`src/rtl/masf_consts.svh`:
```
`ifndef MASF_CONSTS_SVH
`define MASF_CONSTS_SVH

// ----------------------------------------
// register indices (byte address is four times the index)
// ----------------------------------------
`define MASF_IDX_STATUS_FIRST 8'h41
`define MASF_IDX_STATUS_SECOND 8'h42
`define MASF_IDX_PIN_CONFIG 8'h60

// ----------------------------------------
// reset values
// ----------------------------------------
`define MASF_STATUS_RESET 8'h00
`define MASF_CFG_RESET 4'h0

// ----------------------------------------
// field positions
// ----------------------------------------
`define MASF_B_SUMMARY 7
`define MASF_B_OVERTEMP 1
`define MASF_B_SHARED 5
`define MASF_CFG_PIN22_TIMER 2
`define MASF_CFG_SIXTH_LINE 3

// ----------------------------------------
// timing
// ----------------------------------------
`define MASF_CLK_PERIOD_NS 10
`define MASF_CODE_WINDOW_NS 11000
`define MASF_CODE_CYCLES (`MASF_CODE_WINDOW_NS / `MASF_CLK_PERIOD_NS)

`endif

```
`src/rtl/masf_pkg.sv`:
```
`default_nettype none

package masf_pkg;

	// ----------------------------------------
	// shared pin (fan-four pin) modes
	// ----------------------------------------
	typedef enum logic [1:0] {
		P14_TACH = 2'b00,
		P14_GPIO_OUT = 2'b01,
		P14_GPIO_IN = 2'b10,
		P14_TIMER = 2'b11
	} masf_pin14_t;

	// ----------------------------------------
	// whole register state of the top module
	// ----------------------------------------
	typedef struct packed {
		logic [6:0] first;
		logic [7:0] second;
		logic [3:0] cfg;
		logic spare;
		logic [31:0] rdata;
	} masf_state_t;

	// ----------------------------------------
	// state of the code change watcher
	// ----------------------------------------
	typedef struct packed {
		logic [15:0] cnt;
		logic [5:0] sample;
		logic primed;
		logic pulse;
	} masf_watch_t;

endpackage : masf_pkg

`default_nettype wire

```
`src/rtl/masf_limit_cmp.sv`:
```
`default_nettype none

module masf_limit_cmp #(
	parameter int W = 8,
	parameter bit SIGNED = 1'b0
) (
	// reading and its window
	input wire logic [W-1:0] reading,
	input wire logic [W-1:0] low_limit,
	input wire logic [W-1:0] high_limit,
	// result
	output logic out_of_limit
);

	if (W < 2) begin : g_chk
		$error("masf_limit_cmp: W too small");
	end

	// high trips strictly above, low trips at or below
	function automatic logic outside(input logic [W-1:0] v, lo, hi);
		logic over;
		logic under;
		over = SIGNED ? ($signed(v) > $signed(hi)) : (v > hi);
		under = SIGNED ? ($signed(v) <= $signed(lo)) : (v <= lo);
		return over | under;
	endfunction : outside

	assign out_of_limit = outside(reading, low_limit, high_limit);

endmodule : masf_limit_cmp

`default_nettype wire

```
`src/rtl/masf_vc_detect.sv`:
```
`include "masf_consts.svh"
`default_nettype none

module masf_code_watch #(
	parameter int CYCLES = `MASF_CODE_CYCLES
) (
	// clock and reset
	input wire logic pclk,
	input wire logic presetn,
	// six-line processor voltage code
	input wire logic [5:0] processor_voltage_code,
	// one-cycle pulse when the code moved since the last sample
	output logic change_pulse
);

	if (CYCLES < 2 || CYCLES > 65535) begin : g_chk
		$error("masf_code_watch: CYCLES out of range");
	end

	masf_pkg::masf_watch_t w_reg;
	masf_pkg::masf_watch_t w_next;
	logic window_end;

	assign window_end = (w_reg.cnt == 16'(CYCLES - 1));

	// sample window divider; first sample only primes, so reset never flags
	always_comb begin
		w_next = w_reg;
		w_next.cnt = window_end ? 16'h0000 : w_reg.cnt + 16'h0001;
		w_next.pulse = window_end & w_reg.primed
			& (processor_voltage_code != w_reg.sample);
		if (window_end) begin
			w_next.sample = processor_voltage_code;
			w_next.primed = 1'b1;
		end
	end

	// whole watcher state in one register
	always_ff @(posedge pclk or negedge presetn) begin
		if (!presetn) begin
			w_reg.cnt <= 16'h0000;
			w_reg.sample <= 6'h00;
			w_reg.primed <= 1'b0;
			w_reg.pulse <= 1'b0;
		end else begin
			w_reg <= w_next;
		end
	end

	assign change_pulse = w_reg.pulse;

endmodule : masf_code_watch

`default_nettype wire

```
`src/rtl/masf_top.sv`:
```
// Register access over APB was decided locally.
`include "masf_consts.svh"
`default_nettype none

module masf_top #(
	parameter int TACH_W = 16,
	parameter int CODE_CYCLES = `MASF_CODE_CYCLES
) (
	// apb slave
	input wire logic pclk,
	input wire logic presetn,
	input wire logic psel,
	input wire logic penable,
	input wire logic pwrite,
	input wire logic [11:0] paddr,
	input wire logic [31:0] pwdata,
	input wire logic [3:0] pstrb,
	output logic [31:0] prdata,
	output logic pready,
	output logic pslverr,
	// voltage readings and limits: 2.5V, core, supply, 5V, 12V
	input wire logic [4:0][7:0] volt_reading,
	input wire logic [4:0][7:0] volt_low_limit,
	input wire logic [4:0][7:0] volt_high_limit,
	// temperature readings and limits: remote one, local, remote two
	input wire logic [2:0][7:0] temp_reading,
	input wire logic [2:0][7:0] temp_low_limit,
	input wire logic [2:0][7:0] temp_high_limit,
	input wire logic [2:0][7:0] overtemp_limit,
	input wire logic [3:0] overtemp_hysteresis,
	// overtemp assertion timer
	input wire logic [7:0] overtemp_assert_time,
	input wire logic [7:0] overtemp_timer_limit,
	// fans
	input wire logic [3:0][TACH_W-1:0] tach_count,
	input wire logic [3:0][TACH_W-1:0] tach_min_count,
	input wire logic [2:0] fan_drive_on,
	// remote diode faults
	input wire logic diode_one_open_short,
	input wire logic diode_two_open_short,
	// processor voltage code
	input wire logic [5:0] processor_voltage_code,
	// spare pin
	input wire logic spare_io_six_i,
	output logic spare_io_six_o,
	output logic spare_io_six_oe,
	// alert request from the code change flag
	output logic voltage_code_change_flag
);

	if (TACH_W < 2 || TACH_W > 16) begin : g_chk
		$error("masf_top: TACH_W must be 2..16");
	end

	// ----------------------------------------
	// measurement comparisons
	// ----------------------------------------
	logic [4:0] volt_out;
	logic [2:0] temp_out;
	logic code_moved;

	// voltages are unsigned codes
	for (genvar i = 0; i < 5; i++) begin : g_volt
		masf_limit_cmp #(.W(8), .SIGNED(1'b0)) u_cmp (
			.reading(volt_reading[i]),
			.low_limit(volt_low_limit[i]),
			.high_limit(volt_high_limit[i]),
			.out_of_limit(volt_out[i])
		);
	end

	// temperatures are two's complement
	for (genvar i = 0; i < 3; i++) begin : g_temp
		masf_limit_cmp #(.W(8), .SIGNED(1'b1)) u_cmp (
			.reading(temp_reading[i]),
			.low_limit(temp_low_limit[i]),
			.high_limit(temp_high_limit[i]),
			.out_of_limit(temp_out[i])
		);
	end

	// code change detector on the 11 us window
	masf_code_watch #(.CYCLES(CODE_CYCLES)) u_code (
		.pclk(pclk),
		.presetn(presetn),
		.processor_voltage_code(processor_voltage_code),
		.change_pulse(code_moved)
	);

	// ----------------------------------------
	// helpers
	// ----------------------------------------
	// sticky update: a live cause always wins over the read clear
	function automatic logic [7:0] sticky(input logic [7:0] flag, cause, clr);
		return cause | (flag & ~clr);
	endfunction : sticky

	// register decode on word index
	function automatic logic hit(input logic [11:0] addr, input logic [7:0] idx);
		return (addr[11:2] == {2'b00, idx}) && (addr[1:0] == 2'b00);
	endfunction : hit

	// still inside the hysteresis band; widened so limit minus band cannot wrap
	function automatic logic in_hyst_band(input logic [7:0] t, lim, input logic [3:0] h);
		logic signed [9:0] ts;
		logic signed [9:0] ls;
		ts = {{2{t[7]}}, t};
		ls = $signed({{2{lim[7]}}, lim}) - $signed({6'h00, h});
		return ts >= ls;
	endfunction : in_hyst_band

	// ----------------------------------------
	// event conditions
	// ----------------------------------------
	masf_pkg::masf_state_t s_reg;
	masf_pkg::masf_state_t s_next;
	masf_pkg::masf_pin14_t pin14_mode;
	logic pin22_timer;
	logic sixth_line_mode;
	logic timer_over;
	logic overtemp_over;
	logic overtemp_hold;
	logic [3:0] fan_slow;
	logic [7:0] cause_first;
	logic [7:0] cause_second;

	assign pin14_mode = masf_pkg::masf_pin14_t'(s_reg.cfg[1:0]);
	assign pin22_timer = s_reg.cfg[`MASF_CFG_PIN22_TIMER];
	assign sixth_line_mode = s_reg.cfg[`MASF_CFG_SIXTH_LINE];
	assign timer_over = overtemp_assert_time > overtemp_timer_limit;

	// overtemp set and hold terms over all three channels
	always_comb begin
		overtemp_over = 1'b0;
		overtemp_hold = 1'b0;
		for (int i = 0; i < 3; i++) begin
			overtemp_over = overtemp_over
				| ($signed(temp_reading[i]) > $signed(overtemp_limit[i]));
			overtemp_hold = overtemp_hold | in_hyst_band(temp_reading[i], overtemp_limit[i],
				overtemp_hysteresis);
		end
	end

	// fan counts grow as the fan slows
	always_comb begin
		for (int i = 0; i < 4; i++) begin
			fan_slow[i] = tach_count[i] > tach_min_count[i];
		end
	end

	// first register causes
	always_comb begin
		cause_first = 8'h00;
		cause_first[0] = pin22_timer ? timer_over : volt_out[0];
		cause_first[3:1] = volt_out[3:1];
		cause_first[6:4] = temp_out;
	end

	// second register causes
	always_comb begin
		cause_second = 8'h00;
		cause_second[0] = sixth_line_mode ? code_moved : volt_out[4];
		cause_second[`MASF_B_OVERTEMP] = overtemp_over;
		cause_second[4:2] = fan_slow[2:0] & fan_drive_on;
		case (pin14_mode)
			masf_pkg::P14_TACH: cause_second[5] = fan_slow[3] & fan_drive_on[2];
			masf_pkg::P14_TIMER: cause_second[5] = timer_over;
			default: cause_second[5] = 1'b0;
		endcase
		cause_second[6] = diode_one_open_short;
		cause_second[7] = diode_two_open_short;
	end

	// ----------------------------------------
	// apb access and next state
	// ----------------------------------------
	logic setup_rd;
	logic acc_rd;
	logic acc_wr;
	logic mapped;
	logic rd_first;
	logic rd_second;
	logic [7:0] clr_second;

	assign setup_rd = psel & ~penable & ~pwrite;
	assign acc_rd = psel & penable & ~pwrite;
	assign acc_wr = psel & penable & pwrite;
	assign mapped = hit(paddr, `MASF_IDX_STATUS_FIRST) | hit(paddr, `MASF_IDX_STATUS_SECOND)
		| hit(paddr, `MASF_IDX_PIN_CONFIG);
	assign rd_first = acc_rd & hit(paddr, `MASF_IDX_STATUS_FIRST);
	assign rd_second = acc_rd & hit(paddr, `MASF_IDX_STATUS_SECOND);

	// overtemp flag may only be cleared once below the hysteresis band
	always_comb begin
		clr_second = {8{rd_second}};
		clr_second[`MASF_B_OVERTEMP] = rd_second & ~overtemp_hold;
	end

	// one next-state copy of the whole register state
	always_comb begin
		s_next = s_reg;
		// clear takes effect at the access edge, after setup captured the data
		s_next.first = 7'(sticky({1'b0, s_reg.first}, cause_first, {8{rd_first}}));
		s_next.second = sticky(s_reg.second, cause_second, clr_second);
		// spare pin modes replace the flag with a level
		case (pin14_mode)
			masf_pkg::P14_GPIO_OUT: s_next.second[`MASF_B_SHARED] = s_reg.spare;
			masf_pkg::P14_GPIO_IN: s_next.second[`MASF_B_SHARED] = spare_io_six_i;
			default: s_next.second[`MASF_B_SHARED] = s_next.second[`MASF_B_SHARED];
		endcase
		// only the spare bit of the status pair accepts writes
		if (acc_wr && pstrb[0] && hit(paddr, `MASF_IDX_STATUS_SECOND)
			&& pin14_mode == masf_pkg::P14_GPIO_OUT) begin
			s_next.spare = pwdata[`MASF_B_SHARED];
		end
		if (acc_wr && pstrb[0] && hit(paddr, `MASF_IDX_PIN_CONFIG)) begin
			s_next.cfg = pwdata[3:0];
		end
		// read data captured in setup so it shows the pre-read flags
		if (setup_rd) begin
			if (hit(paddr, `MASF_IDX_STATUS_FIRST)) begin
				s_next.rdata = {24'h000000, |s_reg.second, s_reg.first};
			end else if (hit(paddr, `MASF_IDX_STATUS_SECOND)) begin
				s_next.rdata = {24'h000000, s_reg.second};
			end else if (hit(paddr, `MASF_IDX_PIN_CONFIG)) begin
				s_next.rdata = {28'h0000000, s_reg.cfg};
			end else begin
				s_next.rdata = 32'h00000000;
			end
		end
	end

	// all state in one register
	always_ff @(posedge pclk or negedge presetn) begin
		if (!presetn) begin
			s_reg.first <= 7'h00;
			s_reg.second <= `MASF_STATUS_RESET;
			s_reg.cfg <= `MASF_CFG_RESET;
			s_reg.spare <= 1'b0;
			s_reg.rdata <= 32'h00000000;
		end else begin
			s_reg <= s_next;
		end
	end

	// ----------------------------------------
	// outputs
	// ----------------------------------------
	assign prdata = s_reg.rdata;
	assign pready = 1'b1; // zero wait states
	assign pslverr = psel & penable & ~mapped;
	assign spare_io_six_o = s_reg.spare;
	assign spare_io_six_oe = (pin14_mode == masf_pkg::P14_GPIO_OUT);
	assign voltage_code_change_flag = sixth_line_mode & s_reg.second[0];

	// ----------------------------------------
	// assertions
	// ----------------------------------------
	property p_volt_set;
		@(posedge pclk) disable iff (!presetn)
		(volt_out[1] && volt_reading[1] > volt_high_limit[1]) |=> s_reg.first[1];
	endproperty
	a_volt_set: assert property (p_volt_set) else $error("core flag missed");

	property p_hold_on_read;
		@(posedge pclk) disable iff (!presetn)
		(rd_first && cause_first[2]) |=> s_reg.first[2] ##1 s_reg.first[2] || !rd_first;
	endproperty
	a_hold_on_read: assert property (p_hold_on_read) else $error("live flag cleared");

	property p_clear_on_read;
		@(posedge pclk) disable iff (!presetn)
		(rd_first && !cause_first[3]) |=> !s_reg.first[3];
	endproperty
	a_clear_on_read: assert property (p_clear_on_read) else $error("flag not cleared");

	property p_summary;
		@(posedge pclk) disable iff (!presetn)
		(setup_rd && hit(paddr, `MASF_IDX_STATUS_FIRST))
			|=> prdata[`MASF_B_SUMMARY] == ($past(s_reg.second) != 8'h00);
	endproperty
	a_summary: assert property (p_summary) else $error("summary bit wrong");

	property p_overtemp_band;
		@(posedge pclk) disable iff (!presetn)
		(s_reg.second[`MASF_B_OVERTEMP] && overtemp_hold) |=> s_reg.second[`MASF_B_OVERTEMP];
	endproperty
	a_overtemp_band: assert property (p_overtemp_band) else $error("overtemp cleared early");

	property p_timer_flag;
		@(posedge pclk) disable iff (!presetn)
		(pin14_mode == masf_pkg::P14_TIMER && timer_over) |=> s_reg.second[`MASF_B_SHARED];
	endproperty
	a_timer_flag: assert property (p_timer_flag) else $error("timer flag missed");

	property p_pin22_timer;
		@(posedge pclk) disable iff (!presetn)
		(pin22_timer && timer_over) |=> s_reg.first[0];
	endproperty
	a_pin22_timer: assert property (p_pin22_timer) else $error("first timer flag missed");

	property p_fan_gate;
		@(posedge pclk) disable iff (!presetn)
		(!fan_drive_on[0] && !s_reg.second[2]) |=> !s_reg.second[2];
	endproperty
	a_fan_gate: assert property (p_fan_gate) else $error("fan flag with drive off");

	property p_fan4_gate;
		@(posedge pclk) disable iff (!presetn)
		(pin14_mode == masf_pkg::P14_TACH && !fan_drive_on[2] && !s_reg.second[5]
			&& !acc_wr) |=> !s_reg.second[5];
	endproperty
	a_fan4_gate: assert property (p_fan4_gate) else $error("fan four flag with drive off");

	property p_spare_write;
		@(posedge pclk) disable iff (!presetn)
		(acc_wr && pstrb[0] && hit(paddr, `MASF_IDX_STATUS_SECOND)
			&& pin14_mode == masf_pkg::P14_GPIO_OUT)
			|=> spare_io_six_o == $past(pwdata[5]) ##1 s_reg.second[5] == spare_io_six_o
			|| pin14_mode != masf_pkg::P14_GPIO_OUT;
	endproperty
	a_spare_write: assert property (p_spare_write) else $error("spare level wrong");

	property p_read_before_clear;
		@(posedge pclk) disable iff (!presetn)
		(setup_rd && hit(paddr, `MASF_IDX_STATUS_SECOND)) |=> prdata[7:0] == $past(s_reg.second);
	endproperty
	a_read_before_clear: assert property (p_read_before_clear) else $error("read data late");

endmodule : masf_top

`default_nettype wire

```
`config.mk`:
```
export PLATFORM = sky130hd
export DESIGN_NAME = masf_top
export DESIGN_NICKNAME = d
export VERILOG_FILES = /design/src/rtl/masf_pkg.sv /design/src/rtl/masf_limit_cmp.sv /design/src/rtl/masf_vc_detect.sv /design/src/rtl/masf_top.sv
export VERILOG_INCLUDE_DIRS = /design/src /design/src/rtl
export SDC_FILE = /design/constraint.sdc
export NUM_CORES = 1
export LEC_CHECK = 0
export ABC_CLOCK_PERIOD_IN_PS = 4400
export BUFFER_PORTS_ARGS = -buffer_cell sky130_fd_sc_hd__buf_2
export CAP_MARGIN = 30
export CORE_AREA = 2 2 179 181
export DETAILED_ROUTE_END_ITERATION = 8
export DIE_AREA = 0 0 181 183
export SLEW_MARGIN = 20
export SYNTH_ARGS = -nofsm -noshare
export SYNTH_HDL_FRONTEND = slang
export SYNTH_SLANG_ARGS = --single-unit
```
`constraint.sdc`:
```
create_clock -name pclk -period 4.4 [get_ports pclk]
set_input_delay 0.22 -clock pclk [delete_from_list [all_inputs] [get_ports pclk]]
set_output_delay 0.22 -clock pclk [all_outputs]
set_load 0.005 [all_outputs]
```
# == Word level (Yosys, flattened, before mapping) ==
# Index checks and enable logic that the tools add are counted.
# totals
regBits,76
in_bits,429
out_inout_bits,37
word_cells,104
# classes
n_addsub,4
n_lt_le_gt_ge,27
n_eq_ne,8
muxes,8
n_bitwise,38
reduce_logical,10
# op_table
cell,count
greater-than comparator 8 bit,12
greater-than comparator 16 bit,4
<= comparator 8 bit,8
"== test 10 x 7 -> 1 bit, second input constant",3
>= comparator 8 x 9 -> 1 bit,3
subtractor 8 x 5 -> 9 bit,3
"adder 16 x 1 -> 16 bit, second input constant",1
"== test 16 x 11 -> 1 bit, second input constant",1
2-to-1 mux 16 bit,1
2-to-1 mux 8 bit,2
bitwise OR 1 bit,14
bitwise AND 1 bit,13
bitwise AND 8 bit,1
NOT 8 bit,1
bitwise OR 8 bit,1
OR reduction 8 bit,1
bitwise AND 7 bit,1
logical AND 1 bit,7
NOT 7 bit,1
bitwise OR 7 bit,1
!= test 6 bit,1
"== test 2 bit, second input constant",2
zero test 2 bit,2
2-to-1 mux 4 bit,1
other kinds (5),10

# == Logic depth before layout (Yosys ltp) ==
# depth
depth_word,10
depth_mapped,15
mapped_depth_nobuf,15

# == By module ==
# From an unflattened synthesis, not the netlist that was laid out.
# unflattened
hier_cells,1176
hier_area_um2,9569.2
# by_module_without_submodules
module,instances,cells_per_inst,area_each_um2,seq_area_each_um2
masf_top,1,626,5146.2,700.7
masf_limit_cmp at g_volt[0].u_cmp ...,5,54,406.6,0.0
masf_limit_cmp at g_temp[0].u_cmp ...,3,60,421.7,0.0
masf_code_watch,1,100,1124.8,600.6

# == Worst setup path after synthesis ==
# OpenSTA, ideal clock, no wires.
# synth_path
kind,input to register
startpoint,in overtemp_hysteresis[1]
endpoint,reg s_reg[38] (netlist bit)
setup_ns,0.138
arrival_time_ns,2.405
required_ns,4.262
setup_slack_ns,1.857
path_stages,14
path_buffers,0
path_cell_list,inv_1 > ha_1 > nor2b_1 > o21a_1 > o21ai_0 > nand2b_1 > nor4_1 > xnor2_1 > ha_1 > nand2_1 > nor3_1 > o31a_1 > o41ai_1 > nand4b_1
# synth_lines
element,line,source
from (decl),masf_top.sv:30,"input wire logic [3:0] overtemp_hysteresis,"
to (signal assigned),masf_top.sv:242,s_reg <= s_next;
to (decl),masf_top.sv:115,masf_pkg::masf_state_t s_reg;

==> results.yml <==
route:
  ant_nets: 0
  dr.pass1.iters: 5
  routed_wl_microns: 30860
  drt_first_iter_violations: 323
  drc: 0
  num_vias: 9581
  wl_per_cell_microns: 15.58
  via_per_inst: 4.836
floorplanning:
  die_y_microns: 183
  die_area_sq_mm: 0.03312
  start_util: 0.3011
  num_rows: 65
  dieWidth_microns: 181
  pin_count: 466
  core_area_sq_mm: 0.03123
setup_path:
  r2r-start: "u_code.w_reg[17]"
  crit_path_max_fanout: 4
  endpoint_kind: "flip-flop"
  criticalPathCategory: "in2reg"
  start_kind: "input port"
  arrival_ns: 2.94
  required_ns: 4.55
  crit_start: "overtemp_hysteresis[1]"
global_route:
  globalRouteOverflowTotal: 0
  grt_pass1_wl_microns: 48090
  antenna_found_initial: 3
  grt_max_degree: 53
  grt_pass1_vias: 9639
  grt_usage: 0.1811
power_and_ir_drop:
  ir_drop_uv: 150.0
  static-leakage-power_nw: 6.895
  power.density_mw_per_mm2: 156.5
logic_synthesis:
  ys_types: 66
  post-synth-top-area-fraction: 0.3566
  yosysTopAreaCell: "ha_1"
  synth_flop_cell: "dfrtp_1"
  syn_area_sq_mm: 0.009403
  ys_async_sr_fraction: 1.000
  syn_area_per_cell_sq_um: 8.023
  ys_top_cells_by_count: "ha_1, inv_1, a21oi_1"
  ys_seq_area_frac: 0.1384
  ys_warn_count: 0
  netlist_instances: 1172
  ys_seq_elements: 52
  synthTopCellsByArea: "ha_1, dfrtp_1, inv_1"
  synth_edf_count: 0
  synth.most_common_cell: "ha_1"
worst_hold_path:
  hp-class: "in2async"
finish:
  fin_nets: 2276
  area_growth_pct: 27.24
  largest_register_ff_count: 23
  drive_gt1_frac: 0.2765
clock_network:
  clock_path_buffers: 2
  htreeDepth: 2
  post-cts-setup-buffers: 0
  ctsResizeCount: 0
  holdBufCountCts: 0
  clkTransAtPathRegs_ns: 0.07
  cts_buffers: 5
  clockRootBuffer: "clkbuf_16"
  clock-sinks: 52
  insertion_delay_ns: 0.29
  cts_tree: "built"
place:
  pre_cts_slack_ns: 1.333
  place.gp.congestion: 0.9302
  port-buffer-count: 410
  hpwl_microns: 27820
timing:
  rsz0062_at_grt: "no"
  hold_viol_final: 0
  fin_ws_ns: 1.617
  timing.final.crit_share: 0.6325
  min_period_ns: 2.783
  slew_headroom: 0.4170
  setup_viol: 0
  max_freq_mhz: 359.3
  fin_tns_setup_ns: 0
  skew_ns: 0.005993
  final_max_slew_viol_count: 0
  tightest_slew_ns: 0.8697
run:
  maxCapViolCount: 0
status:
  status: "complete, no violations"
[final timing paths]
kind                       cells after the start                  end  slack (ns)
setup / recovery                              15            s_reg[38]        1.62
hold / removal                                 2      u_code.w_reg[7]        0.06
setup reg to reg                               3  u_code.change_pulse        2.69
hold reg to reg                                1     u_code.w_reg[23]        0.47
max in group asynchronous                      2            s_reg[48]        3.87
min in group pclk                              2            s_reg[43]        0.10
[per-layer routing]
metal	track usage	wire length (microns)	vias up
met5	0	13	-
met4	0.04618	671	2
met3	0.02899	2015	35
met2	0.3328	15170	323
met1	0.2198	12990	4347
li1	-	-	4874
[logic make-up (layout without fill, tap and decap cells)]
| logic type | Yosys count | count (layout) | share of synthesized area |
|---|---|---|---|
| other cells | 2 | 27 | 0.0007987 |
| xor+xnor | 38 | 38 | 0.03540 |
| mux | 7 | 7 | 0.009714 |
| flops | 52 | 52 | 0.1384 |
| buf+inv | 274 | 656 | 0.1235 |
| simple gates | 273 | 273 | 0.1601 |
| fa+ha+maj | 271 | 271 | 0.3630 |
| compound gates | 255 | 255 | 0.1691 |
[critical path, stage by stage]
cell,delay (ns)
buf_2,0.17
inv_1,0.12
ha_1,0.28
nor2b_1,0.13
o21a_1,0.17
o21ai_0,0.16
nand2b_1,0.11
nor4_1,0.29
xnor2_1,0.17
ha_1,0.28
nand2_1,0.08
nor3_1,0.04
o31a_1,0.23
o41ai_1,0.35
nand4b_1,0.13
[cells in the final DEF (no fill, tap or decap), types with 5 or more instances in the layout]
master	Yosys	routed
a21oi_1	75	75
nor3_1	8	8
nor2b_1	28	28
a22oi_1	8	8
nand2_1	58	58
o21ai_0	64	64
xor2_1	11	11
o22ai_1	6	6
xnor2_1	27	27
inv_1	235	235
nand2b_1	22	22
a21o_1	22	22
ha_1	268	268
a221oi_1	8	8
and3_1	6	6
a211oi_1	8	8
o21a_1	19	19
conb_1	2	25
nor2_1	43	43
buf_2	1	410
nor4_1	7	7
dfrtp_1	52	52
a31oi_1	6	6
nand3_1	21	21
and4_1	5	5
nand4_1	51	51
or4_1	5	5
o211ai_1	10	10
clkbuf_16	0	5
[cell type report]
| class | instances | area (sq um) |
|---|---|---|
| fillers | 3256 | 19270 |
| clock inverters | 2 | 38.79 |
| multi-input cells | 869 | 7027 |
| well taps | 402 | 503.0 |
| repair buffers | 412 | 2064 |
| flip-flops and latches | 52 | 1301 |
| clock buffers | 6 | 138.9 |
| inverters | 236 | 885.9 |
| diodes | 2 | 5.005 |
[where the power goes]
group	leakage, nW	internal, W	switching, W	total [W]
Sequential	0.590	0.000486	0.00000475	0.000491
Clock	0.0871	0.000286	0.000185	0.000471
Combinational	6.22	0.000437	0.000473	0.000911
Total	6.89	0.00121	0.000663	0.00187
[metrics by stage]
| stage | hold slack [ns] | cells | power, W | utilization | area, sq um |
|---|---|---|---|---|---|
| finish | 0.05768 | 1981 | 0.001872 | 0.3831 | 11960 |
| global placement | 0.3989 | 1970 | 0.001392 | 0.3771 | 11780 |
| CTS | 0.09272 | 1978 | 0.001905 | 0.3828 | 11950 |
| detailed placement | 0.4055 | 1970 | 0.001413 | 0.3771 | 11780 |
| global route | 0.1065 | 1980 | 0.002061 | 0.3830 | 11960 |
| floorplan | -0.07559 | 1195 | 0.001049 | - | 9489 |
Note: power is estimated with default switching activity, not from simulation.
